===== config.mk =====
export PLATFORM = sky130hd
export DESIGN_NAME = srpd_regs
export DESIGN_NICKNAME = d
export VERILOG_FILES = /design/src/logic/srpd_pkg.sv /design/src/logic/srpd_regs.sv /design/src/logic/srpd_lane_pd.sv /design/src/logic/srpd_step_seq.sv
export VERILOG_INCLUDE_DIRS = /design/src /design/src/logic
export SDC_FILE = /design/constraint.sdc
export NUM_CORES = 1
export LEC_CHECK = 0
export BUFFER_PORTS_ARGS = -buffer_cell sky130_fd_sc_hd__buf_2
export CAP_MARGIN = 20
export CORE_UTILIZATION = 61
export CTS_BUF_LIST = sky130_fd_sc_hd__clkbuf_4 sky130_fd_sc_hd__clkbuf_8
export DETAILED_ROUTE_END_ITERATION = 16
export PLACE_DENSITY_LB_ADDON = 0.1
export RECOVER_POWER = 25
export SLEW_MARGIN = 15
export SYNTH_ARGS = -nofsm -noshare
export SYNTH_HDL_FRONTEND = slang
export SYNTH_SLANG_ARGS = --single-unit

===== constraint.sdc =====
create_clock -name core_clk -period 2.8 [get_ports core_clk]
set_input_delay 0.42 -clock core_clk [delete_from_list [all_inputs] [get_ports core_clk]]
set_output_delay 0.42 -clock core_clk [all_outputs]
set_load 0.01 [all_outputs]

===== src/logic/srpd_map.svh =====
`ifndef SRPD_MAP_SVH
`define SRPD_MAP_SVH

// ----------------------------------------------------------------
// register offsets
// ----------------------------------------------------------------
`define SRPD_ADDR_W 15
`define SRPD_OFS_PWR 15'h0140
`define SRPD_OFS_DDLY_EN 15'h0141
`define SRPD_OFS_STEP_CNT 15'h0142

// ----------------------------------------------------------------
// reset values
// ----------------------------------------------------------------
`define SRPD_RST_PWR 8'hE0
`define SRPD_RST_DDLY_EN 8'h00
`define SRPD_RST_STEP_CNT 8'h00

// ----------------------------------------------------------------
// power register fields
// ----------------------------------------------------------------
`define SRPD_BIT_FIRST_LOOP 7
`define SRPD_BIT_OSC_REG 6
`define SRPD_BIT_INT_OSC 5
`define SRPD_BIT_REF_IN 4
`define SRPD_BIT_GBL 3
`define SRPD_BIT_BLOCK 2
`define SRPD_BIT_DELAY 1
`define SRPD_BIT_PULSER 0

// ----------------------------------------------------------------
// dynamic delay
// ----------------------------------------------------------------
`define SRPD_BIT_SR_DYN 7
`define SRPD_NUM_SR 7
`define SRPD_DIS_MODE_W 2
`define SRPD_DIS_MODE_KEEP 2'h0
`define SRPD_STEP_PERIOD 8'h04

`endif


===== src/logic/srpd_pkg.sv =====
`default_nettype none
`include "srpd_map.svh"

package srpd_pkg;

  typedef enum logic [1:0] {
    SRPD_IDLE,
    SRPD_STEP,
    SRPD_GAP
  } srpd_seq_st_t;

  typedef struct packed {
    srpd_seq_st_t st;
    logic [7:0] remain;
    logic [7:0] mask;
    logic [7:0] gap;
    logic [7:0] step;
    logic tick;
    logic busy;
  } srpd_seq_t;

  typedef struct packed {
    logic pd;
  } srpd_lane_t;

  typedef struct packed {
    logic [7:0] pwr;
    logic [7:0] en;
    logic [7:0] cnt;
    logic [7:0] rdata;
    logic sync_ok;
  } srpd_top_t;

endpackage

`default_nettype wire


===== src/logic/srpd_regs.sv =====
// How it works
// [RL1] bits 7..4 power down loop, regulator, osc, input
// [RL2] global bit powers lanes per disable mode
// [RL3] block bit kills frame ref and sync
// [RL4] delay bit powers down frame ref delay
// [RL5] host keeps delay powered during sync
// [RL6] bit 0 powers down pulse generator
// [RL7] enable bits select frame ref, even outputs
// [RL8] step count N gives exactly N steps
// [RL9] count write starts steps on enabled outputs
// [RL10] only register writes start an adjustment
// [RL11] host sets sync mode 3 before stepping
// [RL12] registers hold, read back, drive continuously
`timescale 1ns/1ps
`default_nettype none
`include "srpd_map.svh"

module srpd_regs
  import srpd_pkg::*;
(
  input wire logic core_clk,
  input wire logic nrst,
  input wire logic [`SRPD_ADDR_W-1:0] reg_addr,
  input wire logic reg_wr_en,
  input wire logic [7:0] reg_wdata,
  input wire logic reg_rd_en,
  input wire logic [`SRPD_NUM_SR*`SRPD_DIS_MODE_W-1:0]
    per_output_disable_mode,
  output logic [7:0] reg_rdata,
  output logic first_loop_powerdown,
  output logic osc_regulator_powerdown,
  output logic internal_osc_powerdown,
  output logic reference_input_powerdown,
  output logic global_frame_ref_powerdown,
  output logic frame_ref_block_powerdown,
  output logic frame_ref_delay_powerdown,
  output logic frame_ref_pulser_powerdown,
  output logic frame_ref_sync_allowed,
  output logic [`SRPD_NUM_SR-1:0] frame_ref_lane_powerdown,
  output logic [7:0] dyn_delay_step,
  output logic dyn_delay_busy
);
  // ----------------------------------------------------------------
  // register state
  // ----------------------------------------------------------------
  srpd_top_t r;
  srpd_top_t nxt;
  logic wr_pwr;
  logic wr_en;
  logic wr_cnt;
  logic start_w;
  logic sr_gate;
  logic step_tick;

  assign wr_pwr = reg_wr_en && (reg_addr == `SRPD_OFS_PWR);
  assign wr_en = reg_wr_en && (reg_addr == `SRPD_OFS_DDLY_EN);
  assign wr_cnt = reg_wr_en && (reg_addr == `SRPD_OFS_STEP_CNT);
  // no pin or internal event reaches the sequencer start
  assign start_w = wr_cnt; // [RL10]

  always_comb begin
    nxt = r;
    if (wr_pwr) begin
      nxt.pwr = reg_wdata; // [RL1] [RL12]
    end
    if (wr_en) begin
      nxt.en = reg_wdata; // [RL7]
    end
    if (wr_cnt) begin
      nxt.cnt = reg_wdata; // [RL8]
    end
    nxt.sync_ok = !nxt.pwr[`SRPD_BIT_BLOCK]; // [RL3]
    // read sees the value before a same-cycle write
    if (reg_rd_en) begin
      unique case (reg_addr)
        `SRPD_OFS_PWR: nxt.rdata = r.pwr; // [RL12]
        `SRPD_OFS_DDLY_EN: nxt.rdata = r.en;
        `SRPD_OFS_STEP_CNT: nxt.rdata = r.cnt;
        default: nxt.rdata = 8'h00;
      endcase
    end
  end

  always_ff @(posedge core_clk) begin
    if (!nrst) begin
      r <= '{pwr: `SRPD_RST_PWR, en: `SRPD_RST_DDLY_EN,
             cnt: `SRPD_RST_STEP_CNT, rdata: 8'h00, sync_ok: 1'b1};
    end else begin
      r <= nxt;
    end
  end

  // ----------------------------------------------------------------
  // power-down outputs, straight from the stored bits
  // ----------------------------------------------------------------
  assign first_loop_powerdown = r.pwr[`SRPD_BIT_FIRST_LOOP]; // [RL1]
  assign osc_regulator_powerdown = r.pwr[`SRPD_BIT_OSC_REG];
  assign internal_osc_powerdown = r.pwr[`SRPD_BIT_INT_OSC];
  assign reference_input_powerdown = r.pwr[`SRPD_BIT_REF_IN];
  assign global_frame_ref_powerdown = r.pwr[`SRPD_BIT_GBL];
  assign frame_ref_block_powerdown = r.pwr[`SRPD_BIT_BLOCK];
  assign frame_ref_delay_powerdown = r.pwr[`SRPD_BIT_DELAY]; // [RL4]
  assign frame_ref_pulser_powerdown = r.pwr[`SRPD_BIT_PULSER]; // [RL6]
  assign frame_ref_sync_allowed = r.sync_ok;
  assign reg_rdata = r.rdata;

  // ----------------------------------------------------------------
  // per-lane frame ref power-down
  // ----------------------------------------------------------------
  for (genvar i = 0; i < `SRPD_NUM_SR; i++) begin : g_lane
    srpd_lane_pd u_lane (
      .core_clk(core_clk),
      .nrst(nrst),
      .global_pd(r.pwr[`SRPD_BIT_GBL]), // [RL2]
      .block_pd(r.pwr[`SRPD_BIT_BLOCK]), // [RL3]
      .dis_mode(per_output_disable_mode[i*`SRPD_DIS_MODE_W +:
                                        `SRPD_DIS_MODE_W]),
      .lane_pd(frame_ref_lane_powerdown[i])
    );
  end

  // ----------------------------------------------------------------
  // dynamic delay stepping
  // ----------------------------------------------------------------
  // gate follows the next power bits so step and pd change together;
  // the sync mode itself is the host's job and is not checked here
  assign sr_gate = !(nxt.pwr[`SRPD_BIT_DELAY] |
                     nxt.pwr[`SRPD_BIT_BLOCK]); // [RL4]

  srpd_step_seq u_seq (
    .core_clk(core_clk),
    .nrst(nrst),
    .start(start_w), // [RL9]
    .count(reg_wdata),
    .en_mask(r.en), // [RL7]
    .sr_gate(sr_gate),
    .step(dyn_delay_step),
    .tick(step_tick),
    .busy(dyn_delay_busy)
  );

  // ----------------------------------------------------------------
  // checks
  // ----------------------------------------------------------------
  logic [8:0] tick_cnt_h;
  logic [7:0] last_n_h;

  always_ff @(posedge core_clk) begin
    if (!nrst) begin
      tick_cnt_h <= 9'h000;
      last_n_h <= 8'h00;
    end else if (start_w) begin
      tick_cnt_h <= 9'h000;
      last_n_h <= reg_wdata;
    end else if (step_tick) begin
      tick_cnt_h <= tick_cnt_h + 9'h001;
    end
  end

  property p_pwr_defaults;
    @(posedge core_clk)
    $rose(nrst) |-> ({first_loop_powerdown, osc_regulator_powerdown,
                      internal_osc_powerdown,
                      reference_input_powerdown} == 4'hE);
  endproperty
  a_pwr_defaults: assert property (p_pwr_defaults) // [RL1]
    else $error("power-down defaults wrong after reset");

  property p_pwr_write;
    @(posedge core_clk) disable iff (!nrst)
    wr_pwr |=> ##1 ({first_loop_powerdown, osc_regulator_powerdown,
                     internal_osc_powerdown, reference_input_powerdown,
                     global_frame_ref_powerdown, frame_ref_block_powerdown,
                     frame_ref_delay_powerdown,
                     frame_ref_pulser_powerdown} == $past(reg_wdata, 2))
               || $past(wr_pwr);
  endproperty
  a_pwr_write: assert property (p_pwr_write) // [RL12]
    else $error("power bits do not hold the written value");

  property p_gbl_lane;
    @(posedge core_clk) disable iff (!nrst)
    (global_frame_ref_powerdown &&
     per_output_disable_mode[1:0] != `SRPD_DIS_MODE_KEEP)
      |=> frame_ref_lane_powerdown[0];
  endproperty
  a_gbl_lane: assert property (p_gbl_lane) // [RL2]
    else $error("global power-down did not reach lane 0");

  property p_block;
    @(posedge core_clk) disable iff (!nrst)
    frame_ref_block_powerdown |-> !frame_ref_sync_allowed
      ##1 (frame_ref_lane_powerdown == 7'h7F);
  endproperty
  a_block: assert property (p_block) // [RL3]
    else $error("frame ref still usable while block powered down");

  property p_delay_pd;
    @(posedge core_clk) disable iff (!nrst)
    frame_ref_delay_powerdown |-> !dyn_delay_step[`SRPD_BIT_SR_DYN];
  endproperty
  a_delay_pd: assert property (p_delay_pd) // [RL4]
    else $error("frame ref stepped with delay powered down");

  property p_pulser;
    @(posedge core_clk) disable iff (!nrst)
    (wr_pwr && !reg_wdata[`SRPD_BIT_PULSER]) |=>
      !frame_ref_pulser_powerdown;
  endproperty
  a_pulser: assert property (p_pulser) // [RL6]
    else $error("pulse generator stays powered down after clear");

  property p_first_step;
    @(posedge core_clk) disable iff (!nrst)
    (start_w && reg_wdata != 8'h00) ##1 !start_w |=>
      (dyn_delay_step[6:0] == $past(r.en[6:0], 2)) && step_tick;
  endproperty
  a_first_step: assert property (p_first_step) // [RL7] [RL9]
    else $error("first step missing or on wrong outputs");

  property p_step_total;
    @(posedge core_clk) disable iff (!nrst)
    ($fell(dyn_delay_busy) && last_n_h != 8'h00 && !$past(start_w)) |->
      ((tick_cnt_h + {8'h00, step_tick}) == {1'b0, last_n_h});
  endproperty
  a_step_total: assert property (p_step_total) // [RL8]
    else $error("step count differs from the written value");

  property p_no_spont;
    @(posedge core_clk) disable iff (!nrst)
    (!dyn_delay_busy && !start_w) |=> (dyn_delay_step == 8'h00);
  endproperty
  a_no_spont: assert property (p_no_spont) // [RL10]
    else $error("step without a count write");

  property p_sync_follow;
    @(posedge core_clk) disable iff (!nrst)
    frame_ref_sync_allowed == !frame_ref_block_powerdown;
  endproperty
  a_sync_follow: assert property (p_sync_follow) // [RL3]
    else $error("sync permission does not follow block power-down");

  property p_read_pwr;
    @(posedge core_clk) disable iff (!nrst)
    (reg_rd_en && reg_addr == `SRPD_OFS_PWR) |=>
      (reg_rdata == $past({first_loop_powerdown, osc_regulator_powerdown,
                           internal_osc_powerdown,
                           reference_input_powerdown,
                           global_frame_ref_powerdown,
                           frame_ref_block_powerdown,
                           frame_ref_delay_powerdown,
                           frame_ref_pulser_powerdown}));
  endproperty
  a_read_pwr: assert property (p_read_pwr) // [RL12]
    else $error("power register readback differs from its bits");

  property p_busy_start;
    @(posedge core_clk) disable iff (!nrst)
    (start_w && reg_wdata != 8'h00) |=> dyn_delay_busy;
  endproperty
  a_busy_start: assert property (p_busy_start) // [RL9]
    else $error("count write did not start a run");

  property p_cancel;
    @(posedge core_clk) disable iff (!nrst)
    (start_w && reg_wdata == 8'h00) |=> !dyn_delay_busy;
  endproperty
  a_cancel: assert property (p_cancel) // [RL8]
    else $error("zero count left a run going");

  property p_lane_release;
    @(posedge core_clk) disable iff (!nrst)
    (!global_frame_ref_powerdown && !frame_ref_block_powerdown) |=>
      (frame_ref_lane_powerdown == 7'h00);
  endproperty
  a_lane_release: assert property (p_lane_release) // [RL2]
    else $error("lane stays powered down after release");

  property p_tick_gap;
    @(posedge core_clk) disable iff (!nrst)
    step_tick |=> !step_tick;
  endproperty
  a_tick_gap: assert property (p_tick_gap) // [RL8]
    else $error("two step pulses in adjacent cycles");

  c_run: cover property (@(posedge core_clk) disable iff (!nrst)
    $fell(dyn_delay_busy) && last_n_h > 8'h02);
  c_restart: cover property (@(posedge core_clk) disable iff (!nrst)
    start_w && dyn_delay_busy);
  c_lane_pd: cover property (@(posedge core_clk) disable iff (!nrst)
    global_frame_ref_powerdown && frame_ref_lane_powerdown != 7'h00
    && !frame_ref_block_powerdown);
  c_sr_step: cover property (@(posedge core_clk) disable iff (!nrst)
    dyn_delay_step[`SRPD_BIT_SR_DYN]);
endmodule // srpd_regs

`default_nettype wire


===== src/logic/srpd_lane_pd.sv =====
`timescale 1ns/1ps
`default_nettype none
`include "srpd_map.svh"

module srpd_lane_pd
  import srpd_pkg::*;
(
  input wire logic core_clk,
  input wire logic nrst,
  input wire logic global_pd,
  input wire logic block_pd,
  input wire logic [`SRPD_DIS_MODE_W-1:0] dis_mode,
  output logic lane_pd
);
  srpd_lane_t r;
  srpd_lane_t nxt;

  always_comb begin
    nxt = r;
    // one global bit fans out, each lane filtered by its own mode
    nxt.pd = block_pd |
             (global_pd && (dis_mode != `SRPD_DIS_MODE_KEEP)); // [RL2]
  end

  always_ff @(posedge core_clk) begin
    if (!nrst) begin
      r <= '{pd: 1'b0};
    end else begin
      r <= nxt;
    end
  end

  assign lane_pd = r.pd;
endmodule // srpd_lane_pd

`default_nettype wire


===== src/logic/srpd_step_seq.sv =====
`timescale 1ns/1ps
`default_nettype none
`include "srpd_map.svh"

module srpd_step_seq
  import srpd_pkg::*;
(
  input wire logic core_clk,
  input wire logic nrst,
  input wire logic start,
  input wire logic [7:0] count,
  input wire logic [7:0] en_mask,
  input wire logic sr_gate,
  output logic [7:0] step,
  output logic tick,
  output logic busy
);
  srpd_seq_t r;
  srpd_seq_t nxt;

  always_comb begin
    nxt = r;
    nxt.step = 8'h00;
    nxt.tick = 1'b0;
    unique case (r.st)
      SRPD_IDLE: nxt.st = SRPD_IDLE;
      SRPD_STEP: begin
        nxt.step = r.mask; // [RL9]
        // delay circuitry powered down: the frame ref lane gets no step
        nxt.step[`SRPD_BIT_SR_DYN] = r.mask[`SRPD_BIT_SR_DYN] & sr_gate;
        nxt.tick = 1'b1;
        nxt.remain = r.remain - 8'h01; // [RL8]
        if (r.remain == 8'h01) begin
          nxt.st = SRPD_IDLE;
        end else begin
          nxt.st = SRPD_GAP;
          nxt.gap = `SRPD_STEP_PERIOD - 8'h02;
        end
      end
      SRPD_GAP: begin
        if (r.gap == 8'h00) begin
          nxt.st = SRPD_STEP;
        end else begin
          nxt.gap = r.gap - 8'h01;
        end
      end
      default: nxt.st = SRPD_IDLE;
    endcase
    // a fresh write restarts; a zero count cancels any run
    if (start) begin
      // old run's pulse is dropped so the new count stays exact
      nxt.step = 8'h00;
      nxt.tick = 1'b0;
      nxt.remain = count;
      nxt.mask = en_mask;
      nxt.st = (count == 8'h00) ? SRPD_IDLE : SRPD_STEP; // [RL8]
    end
    nxt.busy = (nxt.st != SRPD_IDLE);
  end

  always_ff @(posedge core_clk) begin
    if (!nrst) begin
      r <= '{st: SRPD_IDLE, remain: 8'h00, mask: 8'h00, gap: 8'h00,
             step: 8'h00, tick: 1'b0, busy: 1'b0};
    end else begin
      r <= nxt;
    end
  end

  assign step = r.step;
  assign tick = r.tick;
  assign busy = r.busy;
endmodule // srpd_step_seq

`default_nettype wire


==> flow_summary.ini, run 1 <==
[outcome]
outcome = complete, no violations

[power_and_ir_drop]
switchingPower_mw = 0.458
p_sw_share_pct = 22.5
intPower_mw = 1.58
p_total_mw = 2.04
peakVddDrop_uv = 327
pwr-share-seq_pct = 52.3
p_comb_share_pct = 4.8
pwr_density_cell_nw_per_um2 = 527
clkPwrFrac_pct = 42.9
p_leak_nw = 1.42

[route]
via_per_inst = 5.98
first_pass_iters = 5
drt_iter0_markers = 221
drc = 0
route.vias.total = 3123
drt_wl_total_um = 8100
ant_nets = 0
wire_per_inst_um = 15.5

[yosys]
syn_inst = 403
ys_async_sr_fraction_pct = 0
yosysWarnings = 0
yosys.area.top_type = dfxtp_1
synth.avg_cell_area_um2 = 8.61
syn_area_um2 = 3470
synth_top_cells_by_area = dfxtp_1 (43%), a21oi_1 (7.9%), nand3_1 (6.1%)
synth.net_count = 450
synth_top_area_share_pct = 43.3
synth_ff_type = dfxtp_1
yosysUniqueCellTypes = 44
synth_edf_count = 0
synth.ff_latch_count = 75
yosysSeqAreaShare_pct = 43.3

[worst_setup_path]
worstPathMaxFanout = 16
critPathMaxStageDelay_ns = 0.65
slowest_stage = nand4_1
crit_required_ns = 2.97
cp.arrival_ns = 2.12
critical_path_class = in -> reg
critPathCaptureType = flip-flop
cp_cell_sequence = buf_2 -> nor4_2 -> nand4_1 -> o21ai_0 -> a21oi_1
worstSetupStartpointType = primary input

[sta]
post-route-min-period_ns = 1.95
whs_ns = 0.365
fin_tns_setup_ns = 0
worst_slew_pin_slew_ns = 1.45
period_share_pct = 69.8
relSlewSlack_pct = 3.38
finalHoldViolCount = 0
rsz0062_at_grt = no
skew_ns = 0.00698
fmax_mhz = 512
setup_ws_ns = 0.847
slew_viol_final = 0
setup_violations = 0

[layout]
diodes = 0
finalNetCount = 492
post-route-util_pct = 70.3
area_growth_pct = 11.5
final_cell_mix = dfxtp_1 (75), a21oi_1 (55), buf_2 (52)
layout-drive-gt1-share_pct = 18.4
final_common_cell = dfxtp_1

[clock_network]
cts_sinks = 75
h-tree-depth = 3
post_cts_resized = 0
cts_tree = built
post-cts-setup-buffers = 0
clock_latency_ns = 0.35
clk_path_buf_depth = 2
numCtsBuffers = 9
clock_tree.root_cell = clkbuf_8
cts_hold_buf = 0
clk_pin_slew_ns = 0.08

[placed_design]
gp_congestion = 0.886
pre_cts_slack_ns = 0.598
hpwl_um = 5470
io_buffers = 73

[grt]
grt_pass1_wl_um = 13300
overflow = 0
grt_max_degree = 33
grt_pass1_vias = 2824
grt_antenna_before_repair = 0
grtUsageTotal_pct = 28.3

[hold_path]
hold_class = in -> reg

[flow_run]
drv_cap = 0

[die]
die_y_um = 77.4
die_x_um = 77.4
fp.coreArea_um2 = 5510
die_area_um2 = 6000
initial_core_util_pct = 63.0
io-pin-count = 74
num_rows = 27
stage by stage:
stage / std cells / instance area, µm²
2_1_floorplan: 403 / 3470
3_3_place_gp: 506 / 3690
3_5_place_dp: 506 / 3690
4_1_cts: 522 / 3900
5_1_grt: 522 / 3870
6_report: 522 / 3870
cell families (layout without fill, tap and decap cells):
kind of cell	after synthesis	count (layout)	synth area share, %
AOI/OAI and AO/OA	130	130	21.6
muxes	8	8	2.31
adders and majority gates	6	6	2.16
and+or+nand+nor	116	116	19.1
DFF	75	75	43.3
buffers and inverters	61	108	9.77
xor gates and xnor gates	7	7	1.77
sequential cells by signal, indices dropped and copies added, names as in the netlist, 7 cells and up:
signal	flops
u_seq.step	8
reg_rdata	8
u_seq.r	26
r	16
g_lane.u_lane.lane_pd	7
synthesized netlist by cell type (3+ instances only):
| cell type | count |
|---|---|
| nor2_1 | 6 |
| or3_1 | 3 |
| dfxtp_1 | 75 |
| or4_1 | 6 |
| a21oi_1 | 55 |
| o21ai_1 | 11 |
| nor3_1 | 9 |
| o2bb2ai_1 | 8 |
| mux2i_1 | 8 |
| a211oi_1 | 7 |
| nand3_1 | 42 |
| nor4_2 | 3 |
| nand2_1 | 17 |
| inv_1 | 9 |
| xnor2_1 | 5 |
| buf_2 | 13 |
| clkbuf_1 | 12 |
| o31ai_1 | 7 |
| o21ai_0 | 33 |
| nor4_1 | 5 |
| buf_4 | 25 |
| nor2b_1 | 3 |
| and2_1 | 8 |
| ha_1 | 6 |
layer usage:
layer	track usage (%)	vias to the layer above	share of wire, %
met1	37.4	1443	44
met5	0	-	0
met4	9.81	0	1.5
met3	6.71	15	7.6
li1	-	1528	-
met2	45.3	137	46
critical path, delay by kind of cell:
kind / cells / cell delay [ns]
AO/OA/AOI/OAI: 2 / 0.56
AND/OR/NAND/NOR: 2 / 1.04
buffers and inverters: 1 / 0.10
power groups by stage:
stage / registers (mW) / logic (mW) / clock network [mW]
after floorplan: 1.09 / 0.0466 / 0
after global placement: 1.09 / 0.0951 / 0
after detailed placement: 1.09 / 0.0969 / 0
after CTS: 1.07 / 0.0973 / 0.881
after global routing: 1.07 / 0.106 / 0.936
final: 1.07 / 0.0988 / 0.874
final cells by class:
cell class              count  area [µm²]
fillers                   459        1640
clock inverters             4        47.5
well taps                  72        90.1
inverters                  11        41.3
clock buffers              12         165
flip-flops and latches     75        1500
repair buffers             81         395
multi-input cells         267        1630
worst paths after layout:
| check | startpoint | to | slack, ns | depth (start not counted) |
|---|---|---|---|---|
| hold / removal | reg_wdata[0] | frame_ref_pulser_powerdown | 0.37 | 3 |
| hold reg to reg | u_seq.r[25] | u_seq.step[7] | 0.45 | 1 |
| setup reg to reg | u_seq.r[35] | u_seq.r[16] | 0.88 | 5 |
| setup / recovery | reg_addr[3] | r[22] | 0.85 | 5 |
(Power assumes the default switching activity.)
==> run 2: changes to the inputs <==
Settings changed: CORE_UTILIZATION 61 to 51.
Clock period 2.8 ns to 1.6 ns, I/O delays scaled along.
==> flow_summary.ini, run 2 (synthesis results as in run 1) <==
[outcome]
outcome = complete, but fails checks
violations = DRC, setup timing

[die]
fp.coreArea_um2 = 6460
die_y_um = 84.5
io-pin-count = 74
initial_core_util_pct = 53.7
num_rows = 29
die_x_um = 84.5
die_area_um2 = 7140

[sta]
skew_ns = 0.0100
whs_ns = 0.186
rsz0062_at_grt = yes
finalHoldViolCount = 0
slew_viol_final = 0
worst_slew_pin_slew_ns = 0.539
period_share_pct = 107
fin_tns_setup_ns = -0.531
post-route-min-period_ns = 1.71
setup_ws_ns = -0.107
setup_violations = 10
fmax_mhz = 586
relSlewSlack_pct = 64.1

[layout]
top_register = u_seq.r
final_cell_mix = dfxtp_1 (68), buf_2 (56), a21oi_1 (54)
final_common_cell = dfxtp_1
largest_register_ffs = 26
reg_top3 = u_seq.r (26), r (16)
n_fill_cell = 536
diodes = 0
finalNetCount = 537
area_growth_pct = 29.3
final_cell_count_no_fill = 571
post-route-util_pct = 69.5
layout-drive-gt1-share_pct = 32.0

[placed_design]
dpl.cell_count = 551
io_buffers = 73
gp_congestion = 0.800
hpwl_um = 5870

[grt]
grt_antenna_before_repair = 0
grtUsageTotal_pct = 25.1
grt_pass1_vias = 3023
grt_max_degree = 53
grt_pass1_wl_um = 14200
overflow = 0

[clock_network]
cts_tree = built
clock_tree.root_cell = clkbuf_8
clk_path_buf_depth = 2
clock_latency_ns = 0.35
clk_pin_slew_ns = 0.08
cts_sinks = 75
numCtsBuffers = 9
h-tree-depth = 3

[hold_path]
hp-start = per_output_disable_mode[12]
whs_endpoint = g_lane[6].u_lane.lane_pd
hold_class = in -> reg
min_path_cells = 3

[worst_setup_path]
r2r-end = u_seq.r[14]
critical_path_class = reg -> reg
worstReg2RegStart = u_seq.r[27]
crit_required_ns = 1.89
worst_r2r_path_depth = 6
worstSetupStartpointType = flip-flop
reg2reg_slack_ns = -0.11
worstPathMaxFanout = 4
critPathCaptureType = flip-flop
cp.arrival_ns = 2.00

[route]
drt_iter0_markers = 218
route.vias.total = 3340
drt_wl_total_um = 8990
ant_nets = 0
drc = 6
via_per_inst = 5.85
wire_per_inst_um = 15.7
first_pass_iters = 11

[power_and_ir_drop]
pwr_density_cell_nw_per_um2 = 849
peakVddDrop_uv = 457
p_total_mw = 3.81
p_leak_nw = 1.73

[flow_run]
drv_cap = 0
run 2: repair_timing:
item,4_1_cts,5_1_grt
hold buffers,0,0
pin swaps,12,10
buffers inserted,1,1
gates resized for setup,17,23
cloned,2,1
endpoints found under the setup margin,11,16
run 2: worst max-delay path: stages, from the launching register on:
cell	delay, ns
dfxtp_1	0.34
inv_1	0.06
ha_1	0.21
a41o_4	0.29
buf_16	0.14
or4_1	0.49
a21oi_1	0.13
run 2: stage by stage:
stage | cell area (µm²) | setup slack (ns)
finish | 4490 | -0.107
global route | 4490 | -0.148
CTS | 4410 | -0.0973
detailed placement | 4030 | -0.146
global placement | 4030 | -0.116
floorplan | 3480 | -0.0000714
run 2: how the worst max path moves through the flow:
| stage | startpoint | end | slack, ns | cells past startpoint |
|---|---|---|---|---|
| 2_1_floorplan | u_seq.r[11] | u_seq.r[12] | -0.00007 | 7 |
| 3_3_place_gp | u_seq.r[34] | u_seq.r[14] | -0.12 | 6 |
| 3_5_place_dp | u_seq.r[34] | u_seq.r[16] | -0.15 | 6 |
| 4_1_cts | u_seq.r[34] | u_seq.r[14] | -0.1 | 6 |
| 5_1_grt | u_seq.r[34] | u_seq.r[12] | -0.15 | 6 |
| 6_report | u_seq.r[27] | u_seq.r[14] | -0.11 | 6 |
run 2: routing by layer:
layer / global-route usage [%] / part of all wire (%) / routed length, µm / up-vias
met2: 42.0 / 49 / 4420 / 124
met4: 11.1 / 1.5 / 131 / 0
met1: 32.5 / 44 / 3950 / 1583
met3: 3.44 / 5.4 / 490 / 14
li1: - / - / - / 1619
met5: 0 / 0 / 0 / -
run 2: power by group:
part | total (mW) | switching [mW] | internal, mW | leakage [nW]
combinational | 0.191 | 0.116 | 0.0750 | 1.02
sequential | 1.86 | 0.0000204 | 1.86 | 0.608
clock | 1.75 | 0.722 | 1.03 | 0.112
total | 3.81 | 0.838 | 2.97 | 1.73
run 2: area by class of cell:
class	count	area, µm²	share of cell area, %
clock buffer	9	124	2.76
clock inverter	6	114	2.54
inverter	11	41.3	0.920
multi-input combinational	268	1780	39.6
sequential	75	1510	33.7
tap	77	96.3	2.15
timing repair buffer	125	823	18.3
==> run 3: changes to the inputs <==
Settings changed: SKIP_CTS_REPAIR_TIMING set to 1.
==> flow_summary.ini, run 3 (synthesis results as in run 1) <==
[clock_network]
clock_tree.root_cell = clkbuf_8
h-tree-depth = 3
clk_path_buf_depth = 2
cts_tree = built
cts_sinks = 75
clock_latency_ns = 0.35
clk_pin_slew_ns = 0.08
numCtsBuffers = 9

[worst_setup_path]
critPathMaxStageDelay_ns = 0.38
reg2reg_slack_ns = -0.15
worst_r2r_path_depth = 7
r2r-end = u_seq.r[10]
critPathCaptureType = flip-flop
slowest_stage = or3_4
cp.arrival_ns = 2.02
worstPathMaxFanout = 8
path_buf_inv = 3
critical_path_class = reg -> reg
crit_required_ns = 1.87
critPathTopFamily = compound AO/OA/AOI/OAI gates
worstReg2RegStart = u_seq.r[34]
cp_cell_sequence = buf_6 -> ha_4 -> a41o_4 -> clkbuf_16 -> buf_8 -> or3_4 -> a21oi_2
worstSetupStartpointType = flip-flop

[sta]
setup_violations = 6
skew_ns = 0.0108
rsz0062_at_grt = yes
fmax_mhz = 572
setup_ws_ns = -0.150
slew_viol_final = 0
period_share_pct = 109
post-route-min-period_ns = 1.75
worst_slew_pin_slew_ns = 0.546
finalHoldViolCount = 0
relSlewSlack_pct = 63.6

[die]
initial_core_util_pct = 53.7
die_x_um = 84.5
die_y_um = 84.5
io-pin-count = 74
fp.coreArea_um2 = 6460
num_rows = 29
die_area_um2 = 7140

[hold_path]
hp-start = per_output_disable_mode[12]
whs_endpoint = g_lane[6].u_lane.lane_pd
hold_class = in -> reg
min_path_cells = 3

[placed_design]
dpl.cell_count = 551
io_buffers = 73
hpwl_um = 5870
gp_congestion = 0.800
placed_area_um2 = 4030

[route]
ant_nets = 0
drc = 6
first_pass_iters = 10
drt_iter0_markers = 250
route.vias.total = 3249
via_per_inst = 5.69
wire_per_inst_um = 15.0
drt_wl_total_um = 8540

[grt]
grtUsageTotal_pct = 24.0
grt_pass1_vias = 2946
grt_max_degree = 53
overflow = 0
grt_antenna_before_repair = 0
grt_pass1_wl_um = 13500

[power_and_ir_drop]
p_leak_nw = 1.71
pwr_density_cell_nw_per_um2 = 862
peakVddDrop_uv = 456

[layout]
diodes = 0
final_cell_count_no_fill = 571
layout-drive-gt1-share_pct = 30.8
design_area_um2 = 4410
final_common_cell = dfxtp_1
n_fill_cell = 554
area_growth_pct = 27.0
reg_top3 = u_seq.r (26), r (16)
final_cell_mix = dfxtp_1 (69), buf_2 (56), a21oi_1 (53)
finalNetCount = 537
top_register = u_seq.r
largest_register_ffs = 26

[outcome]
violations = DRC, setup timing
outcome = complete, but fails checks

[flow_run]
drv_cap = 0
-- run 3: stage by stage --
| step | worst slack, ns | hold slack (ns) | utilization, % | TNS (ns) | power (mW) |
|---|---|---|---|---|---|
| 4_1_cts | -0.173 | 0.177 | 66.1 | -1.16 | 3.82 |
| 3_3_place_gp | -0.116 | 0.433 | 62.5 | -1.15 | 2.09 |
| 5_1_grt | -0.181 | 0.189 | 68.2 | -0.985 | 3.92 |
| 3_5_place_dp | -0.146 | 0.441 | 62.5 | -2.28 | 2.10 |
| 6_report | -0.150 | 0.189 | 68.2 | -0.399 | 3.80 |
| 2_1_floorplan | -0.0000714 | 0.388 | - | -0.0000714 | 1.99 |
-- run 3: worst min-delay path, stage by stage --
cell and delay (ns):
buf_2 0.07, o21ai_0 0.06, a21oi_1 0.13
-- run 3: layout make-up --
class	instances	area (µm²)	area share, %
multi-input cells	267	1720	38.9
flip-flops and latches	75	1510	34.2
repair buffers	126	808	18.3
clock buffers	9	124	2.81
clock inverters	6	114	2.58
well taps	77	96.3	2.19
inverters	11	41.3	0.937
-- run 3: per-layer routing --
| metal | vias up | part of all wire [%] | global-route usage [%] |
|---|---|---|---|
| met2 | 104 | 47 | 39.2 |
| li1 | 1612 | - | - |
| met3 | 12 | 5.2 | 3.44 |
| met4 | 0 | 1.4 | 11.1 |
| met5 | - | 0 | 0 |
| met1 | 1521 | 46 | 31.4 |
-- run 3: report_power, final --
group,leakage [nW],switching [mW],internal [mW]
clock network,0.112,0.712,1.03
registers,0.607,0.0000176,1.86
logic,0.989,0.116,0.0750
-- run 3: how the worst max path moves through the flow --
stage,startpoint,slack (ns),depth (start not counted),to
3_5_place_dp,u_seq.r[34],-0.15,6,u_seq.r[16]
6_report,u_seq.r[34],-0.15,7,u_seq.r[10]
2_1_floorplan,u_seq.r[11],-0.00007,7,u_seq.r[12]
3_3_place_gp,u_seq.r[34],-0.12,6,u_seq.r[14]
4_1_cts,u_seq.r[34],-0.17,6,u_seq.r[16]
5_1_grt,u_seq.r[34],-0.18,7,u_seq.r[10]
